--- config.mk ---
export PLATFORM = sky130hd
export DESIGN_NAME = segment_lcd_driver_control
export DESIGN_NICKNAME = d
export VERILOG_FILES = /design/src/rtl/seg_lcd_pkg.sv /design/src/rtl/pulse_divider.sv /design/src/rtl/segment_memory.sv /design/src/rtl/segment_lcd_driver_control.sv
export SDC_FILE = /design/constraint.sdc
export NUM_CORES = 1
export LEC_CHECK = 0
export ABC_AREA = 1
export BUFFER_PORTS_ARGS = -buffer_cell sky130_fd_sc_hd__buf_2
export CORE_MARGIN = 3
export CORE_UTILIZATION = 40
export DETAILED_ROUTE_END_ITERATION = 10
export PLACE_DENSITY = 0.55
export SETUP_SLACK_MARGIN = 0.3
export SLEW_MARGIN = 10
export SYNTH_ARGS = -nofsm -noshare
export SYNTH_HDL_FRONTEND = slang
export SYNTH_HIERARCHICAL = 1
export SYNTH_SLANG_ARGS = --single-unit
--- constraint.sdc ---
create_clock -name mclk -period 2.3 [get_ports mclk]
set_input_delay 0.23 -clock mclk [delete_from_list [all_inputs] [get_ports mclk]]
set_output_delay 0.23 -clock mclk [all_outputs]
set_load 0.05 [all_outputs]
--- src/rtl/seg_lcd_pkg.sv ---
/*
 * Shared constants of the segment display controller: register map,
 * field positions, reset values, mode codes and divider counts.
 * Assumes a 32-bit APB with one register per aligned word.
 */
package seg_lcd_pkg;

    // ************************************************************
    // Register map (printed offsets are indices; byte addr = 4*idx)
    // ************************************************************
    localparam logic [7:0]  SEG_DATA_FIRST_IDX   = 8'h40;
    localparam logic [7:0]  SEG_DATA_LAST_IDX    = 8'h49;
    localparam logic [7:0]  SEG_PAIR_11_12_IDX   = 8'h45;
    localparam logic [7:0]  DISPLAY_CONTROL_IDX  = 8'h54;
    localparam logic [7:0]  CLOCK_SELECT_IDX     = 8'h60;
    localparam int          SEG_PAIRS            = 16;
    localparam int          SEG_COUNT            = 32;
    localparam int          COM_COUNT            = 4;

    // ************************************************************
    // Display control fields
    // ************************************************************
    localparam int          FRAME_DIV_SEL_MSB    = 7;
    localparam int          FRAME_DIV_SEL_LSB    = 6;
    localparam int          DISPLAY_ENABLE_BIT   = 5;
    localparam int          BIAS_SELECT_BIT      = 3;
    localparam int          DUTY_SELECT_MSB      = 2;
    localparam int          DUTY_SELECT_LSB      = 1;
    localparam int          PUMP_ENABLE_BIT      = 0;
    localparam logic [7:0]  DISPLAY_CONTROL_MASK = 8'hEF;
    localparam logic [7:0]  DISPLAY_CONTROL_RST  = 8'h00;

    // ************************************************************
    // Clock select fields
    // ************************************************************
    localparam int          MAIN_SRC_SEL_BIT     = 0;
    localparam int          QUARTER_DIV_SEL_BIT  = 1;
    localparam int          EXT_HALF_SEL_BIT     = 3;
    localparam int          TICK_SRC_SEL_BIT     = 5;
    localparam logic [7:0]  CLOCK_SELECT_MASK    = 8'h2B;
    localparam logic [7:0]  CLOCK_SELECT_RST     = 8'h00;

    // ************************************************************
    // Divider counts
    // ************************************************************
    localparam logic [9:0]  SYS_TICK_DIV         = 10'd1000;
    localparam logic [9:0]  EXT_TICK_DIV         = 10'd32;
    localparam logic [9:0]  QUARTER_DIV          = 10'd4;
    localparam logic [9:0]  HALF_DIV             = 10'd2;
    localparam logic [5:0]  FRAME_DIV_8          = 6'd7;
    localparam logic [5:0]  FRAME_DIV_16         = 6'd15;
    localparam logic [5:0]  FRAME_DIV_32         = 6'd31;
    localparam logic [5:0]  FRAME_DIV_64         = 6'd63;

    // Duty modes
    typedef enum logic [1:0] {
        DUTY_STATIC  = 2'h0,
        DUTY_HALF    = 2'h1,
        DUTY_THIRD   = 2'h2,
        DUTY_QUARTER = 2'h3
    } duty_type;

endpackage

--- src/rtl/pulse_divider.sv ---
/*
 * Enable-pulse divider: emits one pulse every 'ratio' input pulses.
 * Assumes ratio is held stable and is at least one.
 */
`timescale 1ns/100ps
`default_nettype none

module pulse_divider (
    input  wire logic       mclk,
    input  wire logic       reset_n,
    input  wire logic       run,
    input  wire logic       in_pulse,
    input  wire logic [9:0] ratio,
    output logic            out_pulse
);

    logic [9:0] count_reg;

    // ************************************************************
    // Counter
    // ************************************************************
    // Cleared while stopped so each start begins a fresh period
    always_ff @(posedge mclk) begin
        if (!reset_n || !run) begin
            count_reg <= 10'h000;
            out_pulse <= 1'b0;
        end else if (in_pulse) begin
            if (count_reg >= ratio - 10'd1) begin
                count_reg <= 10'h000;
                out_pulse <= 1'b1;
            end else begin
                count_reg <= count_reg + 10'd1;
                out_pulse <= 1'b0;
            end
        end else begin
            out_pulse <= 1'b0;
        end
    end

endmodule

`default_nettype wire

--- src/rtl/segment_memory.sv ---
/*
 * Segment data store: sixteen bytes, one per segment pair.
 * Registered read port; contents are not reset.
 */
`timescale 1ns/100ps
`default_nettype none

module segment_memory (
    input  wire logic       mclk,
    input  wire logic       wr_en,
    input  wire logic [3:0] wr_addr,
    input  wire logic [7:0] wr_data,
    input  wire logic [3:0] rd_addr,
    output logic      [7:0] rd_data,
    output logic    [127:0] all_data
);

    logic [7:0] mem_reg [0:15];

    // ************************************************************
    // Storage
    // ************************************************************
    // No reset: power-on contents are undefined
    always_ff @(posedge mclk) begin
        if (wr_en) begin
            mem_reg[wr_addr] <= wr_data;
        end
        rd_data <= mem_reg[rd_addr];
    end

    // Flat view for the scan logic
    always_comb begin
        for (int i = 0; i < 16; i++) begin
            all_data[i*8 +: 8] = mem_reg[i];
        end
    end

endmodule

`default_nettype wire

--- src/rtl/segment_lcd_driver_control.sv ---
/*
 * Segment display driver control: APB registers, clock source tree
 * as enable pulses, frame divider, common scan and segment outputs.
 * Assumes internal and external oscillators arrive as asynchronous
 * square waves sampled by mclk, both slower than mclk/4.
 */
// The APB slave port was chosen for this implementation.
// How it works
// - High nibble of pair 11/12 register is segment 12, bit n with common n+1.
// - Low nibble of that register is segment 11, bit 0 common 1, bit 3 common 4.
// - Control bits 7-6 hold the two-bit frame divider selector.
// - Selector 00,01,10,11 divides module tick by 8,16,32,64.
// - Control bit 5 enables driver and runs its clock; clear stops both.
// - Control bit 3 picks bias: 0 one-third, 1 one-half.
// - Control bits 2-1 pick duty: static, half, third, quarter.
// - Control bit 0 enables the bias charge pump.
// - Thirty-two segment outputs and four common outputs drive the panel.
// - System clock is main clock, or main clock over four when selected.
// - Main clock is internal osc, external osc, or external over two.
// - Module tick is system clock over 1000, or external osc over 32.
// - Only low common bits matching the duty are used.
// - Frame clock is module tick over the divider, only while enabled.
// - Segment data registers sit at 40H..49H (the code decodes 40H..4FH, 16 pairs), odd segment in low nibble.
`timescale 1ns/100ps
`default_nettype none

module segment_lcd_driver_control (
    input  wire logic        mclk,
    input  wire logic        reset_n,
    input  wire logic        psel,
    input  wire logic        penable,
    input  wire logic        pwrite,
    input  wire logic [11:0] paddr,
    input  wire logic [31:0] pwdata,
    output logic             pready,
    output logic      [31:0] prdata,
    output logic             pslverr,
    input  wire logic        internal_osc_clk,
    input  wire logic        external_osc_clk,
    output logic      [31:0] segment_out,
    output logic       [3:0] common_out,
    output logic             pump_enable,
    output logic             bias_half,
    output logic             frame_clk
);

    // ************************************************************
    // Declarations
    // ************************************************************
    logic [7:0]   display_control_reg;
    logic [7:0]   clock_select_reg;
    logic [1:0]   int_sync_reg;
    logic [1:0]   ext_sync_reg;
    logic         int_last_reg;
    logic         ext_last_reg;
    logic         int_edge;
    logic         ext_edge;
    logic         main_pulse;
    logic         ext_half_pulse;
    logic         sys_pulse;
    logic         quarter_pulse;
    logic         sys_tick_pulse;
    logic         ext_tick_pulse;
    logic         tick_pulse;
    logic [5:0]   frame_count_reg;
    logic [5:0]   frame_limit;
    logic [1:0]   phase_reg;
    logic [1:0]   phase_last;
    logic         display_enable;
    logic [1:0]   duty_select;
    logic [9:0]   word_index;
    logic         access;
    logic         hit_seg;
    logic         hit_ctl;
    logic         hit_clk;
    logic         rd_pending_reg;
    logic [7:0]   mem_rd_data;
    logic [127:0] seg_data;

    assign display_enable = display_control_reg[seg_lcd_pkg::DISPLAY_ENABLE_BIT];
    assign duty_select    = display_control_reg[seg_lcd_pkg::DUTY_SELECT_MSB:seg_lcd_pkg::DUTY_SELECT_LSB];

    // ************************************************************
    // APB decode
    // ************************************************************
    // Offsets are word indices; low address bits must be zero
    assign word_index = paddr[11:2];
    assign access     = psel && penable;
    // Whole 40H..4FH page decodes, so all 32 segment outputs have data behind them
    assign hit_seg    = (paddr[1:0] == 2'h0)
                        && (word_index[9:4] == {2'h0, seg_lcd_pkg::SEG_DATA_FIRST_IDX[7:4]});
    assign hit_ctl    = (paddr[1:0] == 2'h0) && (word_index == {2'h0, seg_lcd_pkg::DISPLAY_CONTROL_IDX});
    assign hit_clk    = (paddr[1:0] == 2'h0) && (word_index == {2'h0, seg_lcd_pkg::CLOCK_SELECT_IDX});

    // Segment reads take one extra wait state for the registered memory port
    always_ff @(posedge mclk) begin
        if (!reset_n) begin
            rd_pending_reg <= 1'b0;
        end else begin
            rd_pending_reg <= access && !pwrite && hit_seg && !rd_pending_reg;
        end
    end

    // Ready, read data and error, all registered
    always_ff @(posedge mclk) begin
        if (!reset_n) begin
            pready  <= 1'b0;
            prdata  <= 32'h0000_0000;
            pslverr <= 1'b0;
        end else if (access && !pready) begin
            if (hit_seg && !pwrite) begin
                pready  <= rd_pending_reg;
                prdata  <= {24'h00_0000, mem_rd_data};
                pslverr <= 1'b0;
            end else begin
                pready  <= 1'b1;
                pslverr <= !(hit_seg || hit_ctl || hit_clk);
                if (hit_ctl) begin
                    prdata <= {24'h00_0000, display_control_reg};
                end else if (hit_clk) begin
                    prdata <= {24'h00_0000, clock_select_reg};
                end else begin
                    prdata <= 32'h0000_0000;
                end
            end
        end else begin
            pready  <= 1'b0;
            pslverr <= 1'b0;
        end
    end

    // Control register; bit 4 is unimplemented and stays zero
    always_ff @(posedge mclk) begin
        if (!reset_n) begin
            display_control_reg <= seg_lcd_pkg::DISPLAY_CONTROL_RST;
        end else if (access && !pready && pwrite && hit_ctl) begin
            display_control_reg <= pwdata[7:0] & seg_lcd_pkg::DISPLAY_CONTROL_MASK;
        end
    end

    // Clock source selects
    always_ff @(posedge mclk) begin
        if (!reset_n) begin
            clock_select_reg <= seg_lcd_pkg::CLOCK_SELECT_RST;
        end else if (access && !pready && pwrite && hit_clk) begin
            clock_select_reg <= pwdata[7:0] & seg_lcd_pkg::CLOCK_SELECT_MASK;
        end
    end

    // Segment pair storage, 16 pairs; pair 11/12 is index 45H
    segment_memory seg_mem (
        .mclk     (mclk),
        .wr_en    (access && !pready && pwrite && hit_seg),
        .wr_addr  (word_index[3:0]),
        .wr_data  (pwdata[7:0]),
        .rd_addr  (word_index[3:0]),
        .rd_data  (mem_rd_data),
        .all_data (seg_data)
    );

    // ************************************************************
    // Oscillator sampling
    // ************************************************************
    // Two flops each, edges taken only from the second
    always_ff @(posedge mclk) begin
        if (!reset_n) begin
            int_sync_reg <= 2'h0;
            ext_sync_reg <= 2'h0;
            int_last_reg <= 1'b0;
            ext_last_reg <= 1'b0;
        end else begin
            int_sync_reg <= {int_sync_reg[0], internal_osc_clk};
            ext_sync_reg <= {ext_sync_reg[0], external_osc_clk};
            int_last_reg <= int_sync_reg[1];
            ext_last_reg <= ext_sync_reg[1];
        end
    end

    assign int_edge = int_sync_reg[1] && !int_last_reg;
    assign ext_edge = ext_sync_reg[1] && !ext_last_reg;

    // ************************************************************
    // Clock tree as enable pulses
    // ************************************************************
    pulse_divider ext_half_div (
        .mclk      (mclk),
        .reset_n   (reset_n),
        .run       (1'b1),
        .in_pulse  (ext_edge),
        .ratio     (seg_lcd_pkg::HALF_DIV),
        .out_pulse (ext_half_pulse)
    );

    // Main clock source choice
    assign main_pulse = !clock_select_reg[seg_lcd_pkg::MAIN_SRC_SEL_BIT] ? int_edge
                      : (clock_select_reg[seg_lcd_pkg::EXT_HALF_SEL_BIT] ? ext_half_pulse : ext_edge);

    pulse_divider quarter_div (
        .mclk      (mclk),
        .reset_n   (reset_n),
        .run       (1'b1),
        .in_pulse  (main_pulse),
        .ratio     (seg_lcd_pkg::QUARTER_DIV),
        .out_pulse (quarter_pulse)
    );

    assign sys_pulse = clock_select_reg[seg_lcd_pkg::QUARTER_DIV_SEL_BIT] ? quarter_pulse : main_pulse;

    pulse_divider sys_tick_div (
        .mclk      (mclk),
        .reset_n   (reset_n),
        .run       (1'b1),
        .in_pulse  (sys_pulse),
        .ratio     (seg_lcd_pkg::SYS_TICK_DIV),
        .out_pulse (sys_tick_pulse)
    );

    pulse_divider ext_tick_div (
        .mclk      (mclk),
        .reset_n   (reset_n),
        .run       (1'b1),
        .in_pulse  (ext_edge),
        .ratio     (seg_lcd_pkg::EXT_TICK_DIV),
        .out_pulse (ext_tick_pulse)
    );

    // Module tick source
    assign tick_pulse = clock_select_reg[seg_lcd_pkg::TICK_SRC_SEL_BIT] ? ext_tick_pulse : sys_tick_pulse;

    // ************************************************************
    // Frame divider
    // ************************************************************
    // Ascending code, ascending ratio
    always_comb begin
        unique case (display_control_reg[seg_lcd_pkg::FRAME_DIV_SEL_MSB:seg_lcd_pkg::FRAME_DIV_SEL_LSB])
            2'h0: begin
                frame_limit = seg_lcd_pkg::FRAME_DIV_8;
            end
            2'h1: begin
                frame_limit = seg_lcd_pkg::FRAME_DIV_16;
            end
            2'h2: begin
                frame_limit = seg_lcd_pkg::FRAME_DIV_32;
            end
            2'h3: begin
                frame_limit = seg_lcd_pkg::FRAME_DIV_64;
            end
        endcase
    end

    // Frame clock toggles each half period; halted when disabled
    always_ff @(posedge mclk) begin
        if (!reset_n || !display_enable) begin
            frame_count_reg <= 6'h00;
            frame_clk       <= 1'b0;
        end else if (tick_pulse) begin
            if (frame_count_reg >= frame_limit) begin
                frame_count_reg <= 6'h00;
                frame_clk       <= 1'b0;
            end else begin
                frame_count_reg <= frame_count_reg + 6'd1;
                frame_clk       <= (frame_count_reg + 6'd1) > (frame_limit >> 1);
            end
        end
    end

    // ************************************************************
    // Common scan
    // ************************************************************
    // Last active common follows the duty; wraps back to common 1
    assign phase_last = duty_select;

    always_ff @(posedge mclk) begin
        if (!reset_n || !display_enable) begin
            phase_reg <= 2'h0;
        end else if (tick_pulse && frame_count_reg >= frame_limit) begin
            phase_reg <= (phase_reg >= phase_last) ? 2'h0 : phase_reg + 2'd1;
        end
    end

    // Segment and common outputs; all low while disabled
    always_ff @(posedge mclk) begin
        if (!reset_n || !display_enable) begin
            segment_out <= 32'h0000_0000;
            common_out  <= 4'h0;
        end else begin
            common_out <= 4'h1 << phase_reg;
            for (int p = 0; p < seg_lcd_pkg::SEG_PAIRS; p++) begin
                // Odd segment low nibble, even segment high nibble
                segment_out[2*p]   <= seg_data[p*8 + 0 + phase_reg];
                segment_out[2*p+1] <= seg_data[p*8 + 4 + phase_reg];
            end
        end
    end

    // Bias and pump levels straight from control
    always_ff @(posedge mclk) begin
        if (!reset_n) begin
            pump_enable <= 1'b0;
            bias_half   <= 1'b0;
        end else begin
            pump_enable <= display_control_reg[seg_lcd_pkg::PUMP_ENABLE_BIT];
            bias_half   <= display_control_reg[seg_lcd_pkg::BIAS_SELECT_BIT];
        end
    end

endmodule

`default_nettype wire

Yosys cells after proc, flatten, opt, wreduce, memory -nomap -nowiden
Memories as Yosys holds them, arrays and structs flattened. A register that Yosys moved wholly into a read port is not among the register bits.
Index checks and enable logic that the tools add are counted.
{ "op_classes": {"addsub": 37, "n_lt_le_gt_ge": 39, "n_eq_ne": 6, "shift": 1, "n_mux": 86, "bitwise_logic": 2, "n_reduce_logical": 34} }
{ "ops": {"columns": ["operator", "n"], "rows": [
  ["$bmux W1 S7", 31],
  ["$add A7 B2 Y8 const A", 16],
  ["$lt A8 B8 Y1 const B", 16],
  ["$lt A7 B8 Y1 const B", 8],
  ["$add A6 B2 Y7 const A", 8],
  ["$mux W1", 44],
  ["$add A10 B1 Y10 const B", 4],
  ["$mux W10", 4],
  ["$lt A6 B8 Y1 const B", 4],
  ["$add A5 B2 Y6 const A", 4],
  ["$pmux W6 S4", 1],
  ["$eq A10 B7 Y1 const B", 2],
  ["$logic_and A1 B1 Y1", 16],
  ["$lt A5 B8 Y1 const B", 2],
  ["$mux W8", 2],
  ["$mux W6", 2],
  ["$add A4 B2 Y5 const A", 2],
  ["$ge A10 B1 Y1 const B", 1],
  ["$ge A10 B10 Y1 const B", 1],
  ["$ge A10 B2 Y1 const B", 1],
  ["$ge A10 B5 Y1 const B", 1],
  ["$logic_not A1 Y1", 8],
  ["$lt A2 B8 Y1 const B", 1],
  ["$lt A4 B8 Y1 const B", 1],
  ["17 further kinds", 25]
]} }
{ "totals": {"ff_bits": 143, "ramBits": 128, "inputBits": 51, "n_memories": 1} }
{ "mem_list": {"columns": ["memory", "words", "width", "read_ports", "rd_clocked_by_memory_dff", "wr", "line_no", "source"], "rows": [
  ["seg_mem.mem_reg", 16, 8, 17, 1, 1, "segment_memory.sv:18", "logic [7:0] mem_reg [0:15];"]
]} }

Longest topological paths before layout
{ "depth": {"ltp_word": 6, "depth_mapped": 16} }

Modules after synthesis
The synthesis kept the hierarchy.
{ "by_module_without_submodules": {"columns": ["module", "n_inst", "cells_per_inst", "area_each_um2", "seq_area_each_um2"], "rows": [
  ["segment_memory", 1, 552, 5770.5, 4003.8],
  ["segment_lcd_driver_control", 1, 521, 3726.1, 1501.4],
  ["pulse_divider at ext_tick_div ...", 2, 133, 935.9, 220.2],
  ["pulse_divider at quarter_div", 1, 133, 940.9, 220.2],
  ["pulse_divider at ext_half_div", 1, 128, 920.9, 220.2]
]} }

Least setup slack after synthesis
Ideal clock, no wire load.
{ "synth_path": {"path_kind": "register -> register", "startpoint": "register pready", "endpoint": "memory seg_mem.mem_reg[0][0], enable pin", "setup_ps": 370, "t_arrival_ps": 1766, "t_required_ps": 1930, "slack_ps": 164, "stages_incl_launch_ff": 6, "path_buffers": 0, "period_less_slack_ps": 2136, "path_cell_list": "dfxtp_1 > nor2_2 > inv_1 > nor3_1 > nand3_1 > nor2_1"} }
{ "synth_between": {"elab_chain_len": 6} }
{ "synth_rtl": {"columns": ["item", "line_no", "source"], "rows": [
  ["from (decl)", "segment_lcd_driver_control.sv:35", "output logic pready,"],
  ["from (signal assigned)", "segment_lcd_driver_control.sv:112", "pready <= rd_pending_reg;"],
  ["$logic_not A1 Y1", "segment_lcd_driver_control.sv:153", ".wr_en (access && !pready && pwrite && hit_seg),"],
  ["$logic_and A1 B1 Y1 (3 in a row)", "segment_lcd_driver_control.sv:153", null],
  ["$mux W1", "segment_memory.sv:25", "if (wr_en) begin"],
  ["$mux W1 (implied by the code)", "segment_memory.sv:26", "mem_reg[wr_addr] <= wr_data;"],
  ["to (decl)", "segment_memory.sv:18", null]
]} }
No other way between the ends.

Final worst setup path
{ "layout_path": {"startpoint": "input port penable", "endpoint": "memory seg_mem.mem_reg[3][4], enable pin"} }
{ "layout_between": {"elab_chain_len": 6} }
{ "layout_rtl": {"columns": ["item", "line_no", "source"], "rows": [
  ["from (decl)", "segment_lcd_driver_control.sv:31", "input wire logic penable,"],
  ["$logic_and A1 B1 Y1", "segment_lcd_driver_control.sv:88", "assign access = psel && penable;"],
  ["$logic_and A1 B1 Y1 (3 in a row)", "segment_lcd_driver_control.sv:153", null],
  ["$mux W1", "segment_memory.sv:25", null],
  ["$mux W1 (implied by the code)", "segment_memory.sv:26", null]
]} }
No other way between the ends.

==> metrics.md <==
| Metric | Value |
|---|---|
| Status | `complete, no violations` |
| Type of the worst min-delay path | `input port to register` |
| Post-synth EDFFs | `approximately 130` |
| Area grow syn2layout | `16.2%` |
| Clock period minus worst slack | `roughly 1.9 ns` |
| Sequential area share after synthesis | `0.483` |
| Crit path launch type | `input port` |
| Die height | `between 150 and 200 um` |
| Async S/R FF share, synth | `0` |
| Max-Cap Viols | `0` |
| Cell Chain, Critical Path | `dlygate4sd3_1, buf_2, nand2_1, nor2_2, inv_1, nor3_1, buf_4, nand3_1, nor2_1, buf_4` |
| Syn. warnings | `6` |
| Family with the most delay on the worst path | `buffers and inverters` |
| WP buf/inv | `5` |
| Die X | `188 um` |
| Final hold vios | `0` |
| Top cell by count, worst path | `buf_4` |
| Max Root-Sink Buffers | `3` |
| Total CTS buffers | `29` |
| Largest net degree at the start of global routing | `51` |
| Fin. max-slew vios | `0` |
| Worst r2r dst | `seg_mem/mem_reg[3][4]` |
| WHS Endpoint | `frame_clk` |
| Worst hold stages | `3` |
| First-pass GRT wire length | `49.6 mm` |
| Initial antenna violation count | `0` |
| Pwr per Cell Area | `~650 mW/mm^2` |
| Top_reg_cell synth | `edfxtp_1` |
| Clock power share | `0.452` |
| Synthesized area per cell | `8.27 um^2` |
| Setup CP Type | `input port to register` |
| CP max stage cell | `dlygate4sd3_1` |
| DR WL/cell | `~14 um` |
| Top Ports | `about 120` |
| Htree depth | `1` |
| Synth Register Bits | `255` |
| Total gr overflow | `0` |
| R2R depth | `7` |
| Skew-Pair Late Insertion Delay | `between 0.5 and 0.6 ns` |
| Fmax | `roughly 540 MHz` |
| Antenna-violating nets left | `0` |
| CTS sink count | `255` |
| Vias in the first global route | `9591` |
| RSZ-0062 raised after global routing | `no` |
| Final Cell Area | `approximately 0.015 mm^2` |
| Internal | `just under 0.008 W` |
| Peak supply drop | `between 0.0004 and 0.0005 V` |
| Vias per cell | `roughly 4.5` |
| Crit-path max FO | `8` |
| Post-Syn Area | `about 0.013 mm^2` |
| Final setup vio count | `0` |
| Critical path endpoint category | `register` |
| Slew HR | `0.632` |
| Reg2Reg Setup Slack | `0.48 ns` |
| Share of cells above drive strength 1 | `0.116` |
| Leakage | `approximately 7.2 nW` |
| Synth Instances | `1600` |
| Core footprint | `roughly 0.032 mm^2` |
| Worst Path Required | `roughly 2.5 ns` |
| Initial Util | `0.413` |
| Max FFs per register | `roughly 130` |
| Reg2reg start | `pready` |
| Unique masters post-synth | `36` |
| HP Start | `reset_n` |
| Post-CTS Setup Bufs | `0` |
| Final wirelength | `roughly 31 mm` |
| Slowest stage delay, CP | `0.52 ns` |
| Critical path arrival | `~2.1 ns` |
| Non-Filler Instances | `2243` |
| Setup TNS | `0 ns` |
| DR pass1 iterations | `5` |
| Flop pwr share | `0.480` |
| Layout Skew | `0.0261 ns` |
| Sw Pwr | `about 0.0023 W` |
| Comb pwr share | `0.068` |
| DP HPWL | `approximately 22 mm` |
| Slew @ Worst Pin | `between 0.5 and 0.6 ns` |
| Diodes inserted | `0` |
| Switching Share | `0.232` |
| DRC | `0` |
| DR iter-0 viols | `686` |
| Final WS setup | `0.444 ns` |
| CTS tree | `done` |
| GPL Wtd Cong | `between 0.9 and 1` |
| Routed via count | `10200` |
| PortBufs | `between 70 and 80` |
| Placed Cells | `~2200` |
| Nets@finish | `about 1900` |
| Tcrit/Tclk final | `0.807` |
| Pre-CTS setup slack | `0.277 ns` |
| Total GRT Usage | `0.175` |
| # rows | `65` |
| Root buffer cell | `clkbuf_16` |
| Die area | `around 0.035 mm^2` |
| CTS clk-pin slew, worst paths | `0.06 ns` |
| Cell Area, Placed | `0.0144 mm^2` |
==> stage by stage <==
stage,hold WS [ns],util,total power (W)
after floorplan,0.328,-,0.00542
final,0.0453,0.480,0.0100
after detailed placement,0.396,0.449,0.00556
after CTS,0.0257,0.479,0.0101
after global placement,0.395,0.449,0.00556
after global routing,0.0464,0.480,0.0104
==> layout by cell type, fill, tap and decap left out, types with 21 or more instances in the layout <==
cell type,netlist,routed
a22oi_1,31,31
buf_2,26,75
buf_4,33,25
clkbuf_16,0,31
conb_1,2,118
dfxtp_1,127,125
edfxtp_1,128,128
ha_1,59,59
inv_1,242,242
nand2_1,428,427
nand2_2,20,21
nand3_1,181,181
nor2_1,135,135
xor2_1,36,35
==> worst min-delay path, stage by stage <==
cell     delay (ns)
buf_2          0.12
nand2_2        0.12
nor2_1         0.06
==> synth_stat cells (6+ instances only) <==
cell type,count,share of area
nand2_1,428,0.12
inv_1,242,0.069
nand3_1,181,0.068
nor2_1,135,0.038
edfxtp_1,128,0.29
dfxtp_1,127,0.19
ha_1,59,0.056
xor2_1,36,0.024
buf_4,33,0.019
a22oi_1,31,0.018
buf_2,26,0.0098
a21oi_1,20,0.0076
nand2_2,20,0.0095
xnor2_1,20,0.013
o21ai_0,19,0.0072
nand4_1,16,0.0076
nor3_2,10,0.0076
nor3_1,9,0.0034
buf_6,8,0.0068
nor2_4,8,0.0068
inv_2,6,0.0017
nand3_2,6,0.0045
==> how the worst max path moves through the flow <==
| stage | from | to | cells past startpoint |
|---|---|---|---|
| floorplan | pready | seg_mem/mem_reg[0][0] | 5 |
| global placement | paddr[11] | seg_mem/mem_reg[2][6] | 10 |
| detailed placement | paddr[11] | seg_mem/mem_reg[2][6] | 10 |
| CTS | ext_sync_reg[1] | sys_tick_div/count_reg[6] | 11 |
| global route | ext_sync_reg[1] | sys_tick_div/count_reg[5] | 11 |
| finish | penable | seg_mem/mem_reg[3][4] | 10 |
==> per-layer routing <==
metal,part of all wire,vias up,GRT usage
met5,0,-,0
met2,0.45,247,0.288
met4,0.026,0,0.0488
li1,-,5321,-
met1,0.48,4585,0.244
met3,0.046,51,0.0213
==> power groups by stage <==
stage | clock network (W) | logic (W) | registers, W
after floorplan | 0 | 0.000497 | 0.00492
after global placement | 0 | 0.000659 | 0.00490
after detailed placement | 0 | 0.000661 | 0.00490
after CTS | 0.00463 | 0.000669 | 0.00481
after global routing | 0.00483 | 0.000764 | 0.00481
final | 0.00452 | 0.000681 | 0.00481
==> what timing repair did <==
item | 4_1_cts | 5_1_grt
hold buffers | 4 | 0
endpoints found under the hold margin | 3 | 0
gates resized for setup | 0 | 4
endpoints found under the setup margin | 0 | 7
==> logic make-up (layout without fill, tap and decap cells) <==
| group | Yosys count | in the layout | synth area share |
|---|---|---|---|
| AND/OR/NAND/NOR | 825 | 825 | 0.276 |
| multiplexers | 4 | 4 | 0.00303 |
| adder cells (fa/ha/maj) | 59 | 59 | 0.0558 |
| XOR/XNOR | 56 | 56 | 0.0371 |
| buffers and inverters | 319 | 411 | 0.107 |
| other | 2 | 118 | 0.000568 |
| flip-flops | 255 | 255 | 0.483 |
| AO/OA/AOI/OAI | 80 | 80 | 0.0379 |
==> final cells by class <==
cell class                      count  area, um^2
Inverter                          249         935
Timing Repair Buffer              108         683
Fill cell                        3192       16700
Sequential cell                   255        6390
Tap cell                          435         544
Multi-Input combinational cell   1142        5880
Clock buffer                       42         827
Clock inverter                     12         115
No activity file was read; power rests on OpenSTA's default activity.
